===== src/common/flash_ctrl_pkg.sv =====
package flash_ctrl_pkg;

    // command codes written on the data pins
    localparam logic [7:0] CMD_READ_ARRAY   = 8'hFF;
    localparam logic [7:0] CMD_IDENTIFIER   = 8'h90;
    localparam logic [7:0] CMD_READ_STATUS  = 8'h70;
    localparam logic [7:0] CMD_CLEAR_STATUS = 8'h50;
    localparam logic [7:0] CMD_ERASE_SETUP  = 8'h20;
    localparam logic [7:0] CMD_ERASE_CONFIRM = 8'hD0;
    localparam logic [7:0] CMD_PROGRAM_SETUP = 8'h40;

    // identifier locations
    localparam logic [16:0] ID_LOC_MANUFACTURER = 17'h00000;
    localparam logic [16:0] ID_LOC_DEVICE       = 17'h00001;

    // status bit positions
    localparam int READY_BIT_POS        = 7;
    localparam int ERASE_FAIL_BIT_POS   = 5;
    localparam int PROGRAM_FAIL_BIT_POS = 4;
    localparam int SUPPLY_FAULT_BIT_POS = 3;
    localparam logic [7:0] STATUS_AFTER_WAKE = 8'h80;

    // own register map, byte addresses
    localparam logic [5:0] REG_CTRL    = 6'h00;
    localparam logic [5:0] REG_ADDR    = 6'h04;
    localparam logic [5:0] REG_WDATA   = 6'h08;
    localparam logic [5:0] REG_RESULT  = 6'h0C;
    localparam logic [5:0] REG_STATE   = 6'h10;
    localparam logic [5:0] REG_TIMING  = 6'h14;

    // control field: bits 3:1 operation, write with go in bit 0
    localparam logic [2:0] OP_READ          = 3'h0;
    localparam logic [2:0] OP_READ_ARRAY    = 3'h1;
    localparam logic [2:0] OP_READ_ID       = 3'h2;
    localparam logic [2:0] OP_READ_STATUS   = 3'h3;
    localparam logic [2:0] OP_CLEAR_STATUS  = 3'h4;
    localparam logic [2:0] OP_ERASE         = 3'h5;
    localparam logic [2:0] OP_PROGRAM       = 3'h6;
    localparam logic [2:0] OP_POWERDOWN     = 3'h7;

    // pin timing, default strobe and gap widths in cycles, minus one
    localparam logic [7:0] PULSE_CYCLES_RST = 8'h04;
    localparam logic [1:0] AXI_OKAY   = 2'h0;
    localparam logic [1:0] AXI_SLVERR = 2'h2;

    typedef struct packed {
        logic        ceN;
        logic        oeN;
        logic        weN;
        logic        pwrN;
        logic [16:0] addr;
        logic [7:0]  dOut;
        logic        dOe;
    } flash_pins_t;

    typedef struct packed {
        logic       go;
        logic [2:0] op;
        logic [16:0] addr;
        logic [7:0] data;
    } flash_req_t;

endpackage


===== src/rtl/flash_pin_sync.sv =====
`timescale 1ns/1ps
// two-stage synchroniser for pin inputs
module flash_pin_sync #(
    parameter int WIDTH = 8
) (
    input  wire logic             clk,
    input  wire logic             arst_n,
    input  wire logic             clkEn,
    input  wire logic [WIDTH-1:0] asyncIn,
    output logic      [WIDTH-1:0] syncOut
);
    logic [WIDTH-1:0] stage1_r;
    logic [WIDTH-1:0] stage2_r;

    always_ff @(posedge clk or negedge arst_n)
    begin
        if (!arst_n)
        begin
            stage1_r <= '0;
            stage2_r <= '0;
        end
        else if (clkEn)
        begin
            stage1_r <= asyncIn;
            stage2_r <= stage1_r;
        end
    end

    assign syncOut = stage2_r;
endmodule


===== src/rtl/flash_command_interface.sv =====
// Chosen here: the address map and the AXI4-Lite interface to the registers.
`timescale 1ns/1ps
// Summary of operation
// - pin-strapped id read: locations zero and one
// - only another valid command leaves id mode; the model also leaves it on power-down
// - write strobe low with select; rising edge captures
// - program: 40H then byte, same location
// - raise enable between status reads
// - clear status after supply fault before writes
// - erase: 20H then D0H, block address
// - never erase at intermediate supply; supply is not sensed here, software gates erase
// - after erase check fail bit, then clear
module flash_command_interface (
    input  wire logic                       clk,
    input  wire logic                       arst_n,
    input  wire logic                       clkEn,
    // AXI4-Lite slave
    input  wire logic [5:0]                 s_axi_awaddr,
    input  wire logic                       s_axi_awvalid,
    output logic                            s_axi_awready,
    input  wire logic [31:0]                s_axi_wdata,
    input  wire logic [3:0]                 s_axi_wstrb,
    input  wire logic                       s_axi_wvalid,
    output logic                            s_axi_wready,
    output logic [1:0]                      s_axi_bresp,
    output logic                            s_axi_bvalid,
    input  wire logic                       s_axi_bready,
    input  wire logic [5:0]                 s_axi_araddr,
    input  wire logic                       s_axi_arvalid,
    output logic                            s_axi_arready,
    output logic [31:0]                     s_axi_rdata,
    output logic [1:0]                      s_axi_rresp,
    output logic                            s_axi_rvalid,
    input  wire logic                       s_axi_rready,
    // flash pins
    output flash_ctrl_pkg::flash_pins_t     flashPins,
    input  wire logic [7:0]                 flashDataIn
);
    typedef enum logic [6:0] {
        ST_IDLE   = 7'b0000001,
        ST_SETUP  = 7'b0000010,
        ST_STROBE = 7'b0000100,
        ST_HOLD   = 7'b0001000,
        ST_READ   = 7'b0010000,
        ST_GAP    = 7'b0100000,
        ST_WAKE   = 7'b1000000
    } seq_state_t;

    seq_state_t  state_r, state_nxt;
    flash_ctrl_pkg::flash_req_t req_r;
    flash_ctrl_pkg::flash_pins_t pins_r;
    logic [7:0]  pulse_r;
    logic [7:0]  cnt_r;
    logic        second_r;
    logic        busy;
    logic [7:0]  result_r;
    logic [7:0]  lastCmd_r;
    logic [7:0]  dataSync;
    logic        cntDone;
    logic        twoCycle;
    logic [7:0]  firstByte;
    logic [7:0]  secondByte;
    logic        isWrite;
    logic        useSecond;

    // bus side
    logic        awHeld_r, wHeld_r;
    logic [5:0]  awAddr_r;
    logic [31:0] wData_r;
    logic        bvalid_r, rvalid_r;
    logic [31:0] rdata_r;
    logic [1:0]  bresp_r, rresp_r;
    logic        wrFire;
    logic        arFire;
    logic        ctrlHit;
    logic        wrMapped;
    logic        rdMapped;
    logic [31:0] rdMux;

    flash_pin_sync #(.WIDTH(8)) u_dq_sync (
        .clk     (clk),
        .arst_n  (arst_n),
        .clkEn   (clkEn),
        .asyncIn (flashDataIn),
        .syncOut (dataSync)
    );

    function automatic logic mapped(input logic [5:0] a);
        mapped = (a == flash_ctrl_pkg::REG_CTRL) || (a == flash_ctrl_pkg::REG_ADDR)
              || (a == flash_ctrl_pkg::REG_WDATA) || (a == flash_ctrl_pkg::REG_RESULT)
              || (a == flash_ctrl_pkg::REG_STATE) || (a == flash_ctrl_pkg::REG_TIMING);
    endfunction

    assign busy      = (state_r != ST_IDLE);
    assign wrFire    = awHeld_r && wHeld_r && !bvalid_r;
    assign arFire    = s_axi_arvalid && s_axi_arready;
    assign ctrlHit   = wrFire && (awAddr_r == flash_ctrl_pkg::REG_CTRL) && wData_r[0];
    assign wrMapped  = mapped(awAddr_r) && (awAddr_r != flash_ctrl_pkg::REG_RESULT)
                     && (awAddr_r != flash_ctrl_pkg::REG_STATE);
    assign rdMapped  = mapped(s_axi_araddr);
    assign s_axi_awready = !awHeld_r && !bvalid_r;
    assign s_axi_wready  = !wHeld_r && !bvalid_r;
    assign s_axi_arready = !rvalid_r;
    assign s_axi_bvalid  = bvalid_r;
    assign s_axi_bresp   = bresp_r;
    assign s_axi_rvalid  = rvalid_r;
    assign s_axi_rdata   = rdata_r;
    assign s_axi_rresp   = rresp_r;

    assign rdMux =
        (s_axi_araddr == flash_ctrl_pkg::REG_CTRL)   ? {28'h0000000, req_r.op, busy} :
        (s_axi_araddr == flash_ctrl_pkg::REG_ADDR)   ? {15'h0000, req_r.addr} :
        (s_axi_araddr == flash_ctrl_pkg::REG_WDATA)  ? {24'h000000, req_r.data} :
        (s_axi_araddr == flash_ctrl_pkg::REG_RESULT) ? {24'h000000, result_r} :
        (s_axi_araddr == flash_ctrl_pkg::REG_STATE)  ? {17'h00000, state_r, lastCmd_r} :
        (s_axi_araddr == flash_ctrl_pkg::REG_TIMING) ? {24'h000000, pulse_r} :
                                                        32'h00000000;

    always_ff @(posedge clk or negedge arst_n)
    begin
        if (!arst_n)
        begin
            awHeld_r <= 1'b0;
            wHeld_r  <= 1'b0;
            awAddr_r <= 6'h00;
            wData_r  <= 32'h00000000;
            bvalid_r <= 1'b0;
            bresp_r  <= flash_ctrl_pkg::AXI_OKAY;
        end
        else if (clkEn)
        begin
            if (s_axi_awvalid && s_axi_awready)
            begin
                awHeld_r <= 1'b1;
                awAddr_r <= s_axi_awaddr;
            end
            if (s_axi_wvalid && s_axi_wready)
            begin
                wHeld_r <= 1'b1;
                wData_r <= s_axi_wdata;
            end
            if (wrFire)
            begin
                awHeld_r <= 1'b0;
                wHeld_r  <= 1'b0;
                bvalid_r <= 1'b1;
                bresp_r  <= (wrMapped && !(ctrlHit && busy)) ? flash_ctrl_pkg::AXI_OKAY
                                                             : flash_ctrl_pkg::AXI_SLVERR;
            end
            else if (bvalid_r && s_axi_bready)
                bvalid_r <= 1'b0;
        end
    end

    always_ff @(posedge clk or negedge arst_n)
    begin
        if (!arst_n)
        begin
            rvalid_r <= 1'b0;
            rdata_r  <= 32'h00000000;
            rresp_r  <= flash_ctrl_pkg::AXI_OKAY;
        end
        else if (clkEn)
        begin
            if (arFire)
            begin
                rvalid_r <= 1'b1;
                rdata_r  <= rdMux;
                rresp_r  <= rdMapped ? flash_ctrl_pkg::AXI_OKAY : flash_ctrl_pkg::AXI_SLVERR;
            end
            else if (rvalid_r && s_axi_rready)
                rvalid_r <= 1'b0;
        end
    end

    // command byte per operation; program and erase need two write cycles
    always_comb
    begin
        firstByte  = flash_ctrl_pkg::CMD_READ_ARRAY;
        secondByte = req_r.data;
        twoCycle   = 1'b0;
        isWrite    = 1'b1;
        case (req_r.op)
            flash_ctrl_pkg::OP_READ:         isWrite = 1'b0;
            flash_ctrl_pkg::OP_READ_ARRAY:   firstByte = flash_ctrl_pkg::CMD_READ_ARRAY;
            flash_ctrl_pkg::OP_READ_ID:      firstByte = flash_ctrl_pkg::CMD_IDENTIFIER;
            flash_ctrl_pkg::OP_READ_STATUS:  firstByte = flash_ctrl_pkg::CMD_READ_STATUS;
            flash_ctrl_pkg::OP_CLEAR_STATUS: firstByte = flash_ctrl_pkg::CMD_CLEAR_STATUS;
            flash_ctrl_pkg::OP_ERASE:
            begin
                // supply level is not sensed here, software gates erase
                firstByte  = flash_ctrl_pkg::CMD_ERASE_SETUP;
                secondByte = flash_ctrl_pkg::CMD_ERASE_CONFIRM;
                twoCycle   = 1'b1;
            end
            flash_ctrl_pkg::OP_PROGRAM:
            begin
                firstByte = flash_ctrl_pkg::CMD_PROGRAM_SETUP;
                twoCycle  = 1'b1;
            end
            default:                         isWrite = 1'b0;
        endcase
    end

    assign cntDone = (cnt_r == 8'h00);
    // second write cycle keeps its own byte through the whole setup phase
    assign useSecond = (state_r == ST_HOLD) || (state_r == ST_SETUP && second_r);

    always_comb
    begin
        state_nxt = state_r;
        case (state_r)
            ST_IDLE:
                if (ctrlHit)
                    state_nxt = (wData_r[3:1] == flash_ctrl_pkg::OP_POWERDOWN) ? ST_WAKE
                              : ST_SETUP;
            ST_SETUP:  if (cntDone) state_nxt = isWrite ? ST_STROBE : ST_READ;
            ST_STROBE: if (cntDone) state_nxt = ST_HOLD;
            ST_HOLD:   if (cntDone) state_nxt = (twoCycle && !second_r) ? ST_SETUP : ST_GAP;
            ST_READ:   if (cntDone) state_nxt = ST_GAP;
            ST_GAP:    if (cntDone) state_nxt = ST_IDLE;
            ST_WAKE:   if (cntDone) state_nxt = ST_GAP;
            default:   state_nxt = ST_IDLE;
        endcase
    end

    always_ff @(posedge clk or negedge arst_n)
    begin
        if (!arst_n)
        begin
            state_r   <= ST_IDLE;
            cnt_r     <= 8'h00;
            second_r  <= 1'b0;
            pulse_r   <= flash_ctrl_pkg::PULSE_CYCLES_RST;
            req_r     <= '0;
            result_r  <= 8'h00;
            lastCmd_r <= flash_ctrl_pkg::CMD_READ_ARRAY;
        end
        else if (clkEn)
        begin
            state_r <= state_nxt;
            cnt_r   <= (state_nxt != state_r || (state_r == ST_HOLD && cntDone))
                       ? pulse_r : cnt_r - 8'h01;
            if (!busy && wrFire && awAddr_r == flash_ctrl_pkg::REG_ADDR)
                req_r.addr <= wData_r[16:0];
            if (!busy && wrFire && awAddr_r == flash_ctrl_pkg::REG_WDATA)
                req_r.data <= wData_r[7:0];
            if (!busy && wrFire && awAddr_r == flash_ctrl_pkg::REG_TIMING)
                pulse_r <= (wData_r[7:0] == 8'h00) ? 8'h01 : wData_r[7:0];
            if (state_r == ST_IDLE && ctrlHit)
            begin
                req_r.op <= wData_r[3:1];
                second_r <= 1'b0;
            end
            if (state_r == ST_HOLD && cntDone)
            begin
                second_r  <= 1'b1;
                lastCmd_r <= second_r ? secondByte : firstByte;
            end
            // sample at end of read, with enable still low
            if (state_r == ST_READ && cntDone)
                result_r <= dataSync;
        end
    end

    // pin drive: address and data held steady across the strobe
    always_ff @(posedge clk or negedge arst_n)
    begin
        if (!arst_n)
        begin
            pins_r <= '{ceN: 1'b1, oeN: 1'b1, weN: 1'b1, pwrN: 1'b1,
                        addr: 17'h00000, dOut: 8'h00, dOe: 1'b0};
        end
        else if (clkEn)
        begin
            pins_r.pwrN <= (state_nxt != ST_WAKE);
            pins_r.ceN  <= !(state_nxt == ST_SETUP || state_nxt == ST_STROBE
                          || state_nxt == ST_HOLD || state_nxt == ST_READ);
            // separate strobe per write cycle, second cycle same address
            pins_r.weN  <= !(state_nxt == ST_STROBE);
            // enable raised between reads so status latch refreshes
            pins_r.oeN  <= !(state_nxt == ST_READ);
            pins_r.dOe  <= isWrite && (state_nxt == ST_SETUP || state_nxt == ST_STROBE
                          || state_nxt == ST_HOLD);
            pins_r.addr <= req_r.addr;
            if (state_nxt == ST_SETUP)
                pins_r.dOut <= useSecond ? secondByte : firstByte;
        end
    end

    assign flashPins = pins_r;
endmodule


===== config.mk =====
export PLATFORM = sky130hd
export DESIGN_NAME = flash_command_interface
export DESIGN_NICKNAME = d
export VERILOG_FILES = /design/src/common/flash_ctrl_pkg.sv /design/src/rtl/flash_pin_sync.sv /design/src/rtl/flash_command_interface.sv
export SDC_FILE = /design/constraint.sdc
export NUM_CORES = 1
export LEC_CHECK = 0
export BUFFER_PORTS_ARGS = -buffer_cell sky130_fd_sc_hd__buf_2
export CAP_MARGIN = 20
export CELL_PAD_IN_SITES_DETAIL_PLACEMENT = 1
export CELL_PAD_IN_SITES_GLOBAL_PLACEMENT = 2
export CORE_ASPECT_RATIO = 0.6
export CORE_MARGIN = 1
export CORE_UTILIZATION = 39
export CTS_BUF_LIST = sky130_fd_sc_hd__clkbuf_4 sky130_fd_sc_hd__clkbuf_8 sky130_fd_sc_hd__clkbuf_16
export DETAILED_ROUTE_END_ITERATION = 12
export PLACE_DENSITY = 0.91
export SYNTH_ARGS = -nofsm -noshare
export SYNTH_HDL_FRONTEND = slang
export SYNTH_SLANG_ARGS = --single-unit

===== constraint.sdc =====
create_clock -name clk -period 5.04 [get_ports clk]
set_input_delay 0.756 -clock clk [delete_from_list [all_inputs] [get_ports clk]]
set_output_delay 0.756 -clock clk [all_outputs]
set_load 0.005 [all_outputs]

# Yosys cells after proc, flatten, opt, wreduce, memory -nomap -nowiden
# Index checks and enable logic that the tools add are counted.
[word_totals] regBits=177 output_inout_bits=71
[classes] n_addsub=1 n_eq_ne=33 mux=36 reduce_logical=78
[op_table] op="2-to-1 mux 7 bit" n=7
[op_table] op="2-to-1 mux 8 bit" n=6
[op_table] op="2-to-1 mux 15 bit" n=3
[op_table] op="case mux 7 bit (6 select lines)" n=1
[op_table] op="case mux 8 bit (5 select lines)" n=1
[op_table] op="2-to-1 mux 17 bit" n=2
[op_table] op="AND reduction 2 bit" n=16
[op_table] op="logical AND 1 bit" n=25
[op_table] op="== test 6 x 4 -> 1 bit, second input constant" n=4
[op_table] op="== test 6 x 5 -> 1 bit, second input constant" n=4
[op_table] op="zero test 8 bit" n=2
[op_table] op="logical OR 1 bit" n=15
[op_table] op="== test 7 x 2 -> 1 bit, second input constant" n=2
[op_table] op="== test 7 x 3 -> 1 bit, second input constant" n=2
[op_table] op="== test 7 x 4 -> 1 bit, second input constant" n=2
[op_table] op="== test 7 x 5 -> 1 bit, second input constant" n=2
[op_table] op="== test 3 bit, second input constant" n=4
[op_table] op="== test 6 x 3 -> 1 bit, second input constant" n=2
[op_table] op="zero test 6 bit" n=2
[op_table] op="2-to-1 mux 1 bit" n=12
[op_table] op="zero test 1 bit" n=10
[op_table] op="nonzero test 2 bit" n=5
[op_table] op="subtractor 8 x 1 -> 8 bit, second input constant" n=1
[op_table] op="== test 7 x 1 -> 1 bit, second input constant" n=1
[op_table] op="other kinds (14)" n=17

# Logic depth before layout (Yosys ltp)
[depth] word_depth=12 ltp_mapped=9 mapped_depth_nobuf=8

# By module
# Synthesis repeated with hierarchy kept, for this count alone.
[unflattened] cells_unflattened=684 hier_area_um2=7636.1
[modules_own_cells] mod="flash_command_interface" instances=1 cells_each=650 area_per_inst_um2=6986.7 seq_area_each_um2=3621.0
[modules_own_cells] mod="flash_pin_sync" instances=1 cells_each=34 area_per_inst_um2=649.4 seq_area_each_um2=400.4

# Worst setup path before layout
# No wires, ideal clock.
[synth_timing] kind="in2reg" start="input port clkEn" end="register wData_r[10]" setup_time_ps=125 arrival_time_ps=2312 required_time_ps=4915 path_slack_ps=2603 path_stages=4 n_path_buf=1 cell_sequence="clkinv_1 -> nor4b_2 -> clkbuf_1 -> mux2_2"
[synth_between] elab_chain_len=1
[synth_lines] element="start: declaration" line_no="flash_command_interface.sv:16" source="input wire logic clkEn,"
[synth_lines] element="AND reduction 2 bit (no line)"
[synth_lines] element="end signal: assignment" line_no="flash_command_interface.sv:140" source="wData_r <= s_axi_wdata;"
[synth_lines] element="end: declaration" line_no="flash_command_interface.sv:69" source="logic [31:0] wData_r;"
# Every way passes these cells.
# A chain may end at the register's enable or synchronous reset.

# Worst setup path in the final report
[layout_timing] start="register state_r[3]" end="register req_r[14] in the netlist's numbering"
[layout_between] elab_chain_len=5
[layout_lines] element="start: declaration" line_no="flash_command_interface.sv:49" source="seq_state_t state_r, state_nxt;"
[layout_lines] element="start signal: assignment" line_no="flash_command_interface.sv:241" source="state_r <= state_nxt;"
[layout_lines] element="inequality test 7 x 1 -> 1 bit" line_no="flash_command_interface.sv:94" source="assign busy = (state_r != ST_IDLE);"
[layout_lines] element="zero test 1 bit" line_no="flash_command_interface.sv:244" source="if (!busy && wrFire && awAddr_r == flash_ctrl_pkg::REG_ADDR)"
[layout_lines] element="logical AND 1 bit (2 in a row)" line_no="flash_command_interface.sv:244"
[layout_lines] element="AND reduction 2 bit (no line)"
[layout_lines] element="end: declaration" line_no="flash_command_interface.sv:50" source="flash_ctrl_pkg::flash_req_t req_r;"
# Every way passes these cells.

==> metrics.yaml <==
logic_synthesis:
  yosysSeqAreaShare_pct: 52.08
  ys_seq_elements: 160
  syn_area_per_cell_um2: 11.22
  ys_warn_count: 0
  synthCells: 688
  ys_types: 77
  synth_edf_count: 0
  yosys.area.top_type: "dfrtp_1"
  yosys-top-cells-area: "dfrtp_1 47%, mux2_2 16%, dfstp_2 4.8%, nand2_1 2.9%, o21ai_0 2.9%"
  synth_top_area_share_pct: 47.32
  async_flop_share_pct: 100.0
  synth_area_um2: 7721
  ys.flop_type: "dfrtp_1"
timing:
  worstMarginPinSlew_ps: 1075
  slew_headroom_pct: 28.15
  max_freq_mhz: 299.1
  fin_crit_sh_pct: 66.34
  rsz0062_at_grt: "false"
  drv_slew: 0
  fin_crit_ps: 3344
  finalSetupTns_ps: 0
  holdWs_ps: 321.6
  setup_viol: 0
  setup_slack_ps: 1696
  final_hold_viol_count: 0
  fin_worst_skew_ps: 12.59
clock_network:
  clkTransAtPathRegs_ps: 70
  cts_tree: "built"
  cts-hold-fix-buffers: 0
  cts_root_buf: "clkbuf_16"
  cts_resized: 0
  cts_sinks: 160
  htree_num_levels: 4
  clk-insertion-delay-late_ps: 440
  clock_path_buffers: 2
  cts_setup_buffers: 0
  numCtsBuffers: 17
global_route:
  grt_pass1_wl_um: 35960
  grtUsageTotal_pct: 23.55
  antenna_found_initial: 1
  grt_overflow_total: 0
  grt_max_degree: 66
  grt_pass1_vias: 6152
worst_setup_path:
  cp_top_family: "simple AND/OR/NAND/NOR gates"
  startpoint: "state_r[3]"
  cp-start-kind: "flip-flop"
  endpoint_kind: "flip-flop"
  critical-path-slowest-cell: "and3b_1"
  r2r_slack_ps: 1700
  path_buf_inv: 0
  cp.required_ps: 5360
  r2r_end: "req_r[14]"
  cpPeakStageDelay_ps: 880
  path_depth: 5
  r2r_start: "state_r[3]"
  path_class: "reg -> reg"
  arrival_ps: 3660
  path_max_fanout: 17
  crit_chain: "nor4_4 > nand3_2 > nor3_1 > and3b_1 > mux2_2"
  r2r_cells: 5
  endpoint: "req_r[14]"
final_layout:
  fin_nets: 834
  multiInputGateArea_um2: 3344
  drive_above_1_share_pct: 36.19
  n_antenna_cell: 0
  nFillCells: 2132
  utilization_pct: 46.27
  ff_latch_area_um2: 4021
  synthToLayoutAreaGrowth_pct: 15.22
pwr:
  p_per_area_nw_per_um2: 452.4
  p_leak_nw: 4.193
  ir_drop_v: 0.0002997
die:
  dieArea_um2: 20380
  die_h_um: 111.0
  start_util_pct: 40.16
  die_x_um: 183.7
  num_rows: 39
  core_area_um2: 19230
  ios: 135
detailed_routing:
  ant_nets: 0
  dr_total_vias: 5833
  wire_per_inst_um: 21.58
  initialDrtViolationCount: 368
  drc: 0
  drt_pass1_iterations: 4
  drt-total-wl_um: 22610
  avgViaCountPerCell: 5.566
placed_design:
  dpl.hpwl_um: 15980
  place_congestion: 0.9187
  numPortBuffers: 98
  dpl_worst_slack_ps: 1762
outcome:
  outcome: "completed"
worst_hold_path:
  worstHoldPathType: "in -> async"
job:
  maxCapViolCount: 0
## cells by family (layout without fill, tap and decap cells)
family                   count (synthesis)  in the layout  share of synthesized area [%]
multiplexers                           124            124                          17.81
buffers and inverters                   79            157                          5.574
XOR/XNOR                                 4              4                         0.4538
other                                    1             17                        0.04857
AND/OR/NAND/NOR                        184            184                          12.70
AO/OA/AOI/OAI                          135            135                          11.17
adder cells (fa/ha/maj)                  1              1                         0.1620
flip-flops                             160            160                          52.08
## worst min-delay path by stage
| stage | from | endpoint | cells after the start |
|---|---|---|---|
| after CTS | arst_n | pulse_r[0] | 1 |
| after detailed placement | flashPins[28] | flashPins[28] | 2 |
| after global placement | flashPins[28] | flashPins[28] | 2 |
| final | arst_n | u_dq_sync.stage1_r[4] | 1 |
| after floorplan | u_dq_sync.syncOut[3] | result_r[3] | 2 |
| after global routing | arst_n | u_dq_sync.syncOut[5] | 1 |
## per-layer routing
layer	share of wire (%)	track usage, %
met3	7.2	6.307
met1	48	34.33
met4	1.5	7.556
met2	43	33.79
met5	0.057	0
## state kept, by name, summed over array words and instances, names as in the netlist
| signal | flops |
|---|---|
| u_dq_sync.stage1_r | 8 |
| s_axi_rresp | 1 |
| s_axi_bvalid | 1 |
| result_r | 8 |
| awAddr_r | 6 |
| awHeld_r | 1 |
| pulse_r | 8 |
| cnt_r | 8 |
| state_r | 7 |
| s_axi_bresp | 1 |
| wData_r | 17 |
| wHeld_r | 1 |
| s_axi_rvalid | 1 |
| flashPins | 30 |
| req_r | 28 |
| second_r | 1 |
| s_axi_rdata | 17 |
| lastCmd_r | 8 |
| u_dq_sync.syncOut | 8 |
## power by group
group / internal (W) / switching [W] / leakage [nW] / total (W)
logic: 0.000410 / 0.000411 / 1.89 / 0.000821
registers: 0.00157 / 0.000337 / 2.02 / 0.00191
clock network: 0.000697 / 0.000599 / 0.278 / 0.00130
## through the flow
stage / std cells / instance area (um2) / total power [W]
floorplan: 704 / 7781 / 0.002347
global placement: 1016 / 8319 / 0.002652
detailed placement: 1016 / 8319 / 0.002734
CTS: 1048 / 8896 / 0.004046
global route: 1048 / 8896 / 0.004208
finish: 1048 / 8896 / 0.004024
## synth_stat cells (all sizes together) (2+ instances only)
| cell type | number |
|---|---|
| o21ai | 44 |
| mux2i | 17 |
| nor4 | 5 |
| dfrtp | 146 |
| or2 | 4 |
| dfstp | 14 |
| or3 | 6 |
| nor2b | 5 |
| a32oi | 4 |
| nor3 | 13 |
| a22o | 3 |
| a31oi | 3 |
| o211ai | 3 |
| or3b | 2 |
| xor2 | 2 |
| clkbuf | 29 |
| nor2 | 40 |
| a221oi | 6 |
| o21a | 4 |
| and2 | 5 |
| a22oi | 5 |
| nand3 | 12 |
| and3 | 10 |
| nor4b | 5 |
| a211o | 4 |
| or4 | 3 |
| xnor2 | 2 |
| nand3b | 3 |
| buf | 29 |
| a21oi | 37 |
| mux2 | 107 |
| a211oi | 2 |
| nand2 | 61 |
| o311ai | 2 |
| inv | 20 |
| o31ai | 6 |
| nor3b | 4 |
| o221ai | 2 |
## final cells by class
type | count | share of cell area (%)
Sequential cell | 160 | 45.20
Multi-Input combinational cell | 465 | 37.59
Clock inverter | 15 | 1.702
Timing Repair Buffer | 104 | 6.090
Clock buffer | 17 | 4.782
Inverter | 21 | 0.8861
Tap cell | 266 | 3.741
## layout by cell type, fill, tap and decap left out, types with 14 or more instances in the layout
| cell | Yosys | routed |
|---|---|---|
| o21ai_0 | 44 | 44 |
| buf_2 | 6 | 97 |
| dfstp_2 | 14 | 14 |
| dfrtp_1 | 146 | 146 |
| inv_1 | 20 | 20 |
| nor2_1 | 39 | 39 |
| mux2i_1 | 17 | 17 |
| a21oi_1 | 37 | 37 |
| nand2_1 | 60 | 60 |
| conb_1 | 1 | 17 |
| mux2_2 | 107 | 107 |
| clkbuf_16 | 0 | 17 |
Power figures use the tool's default switching activity.
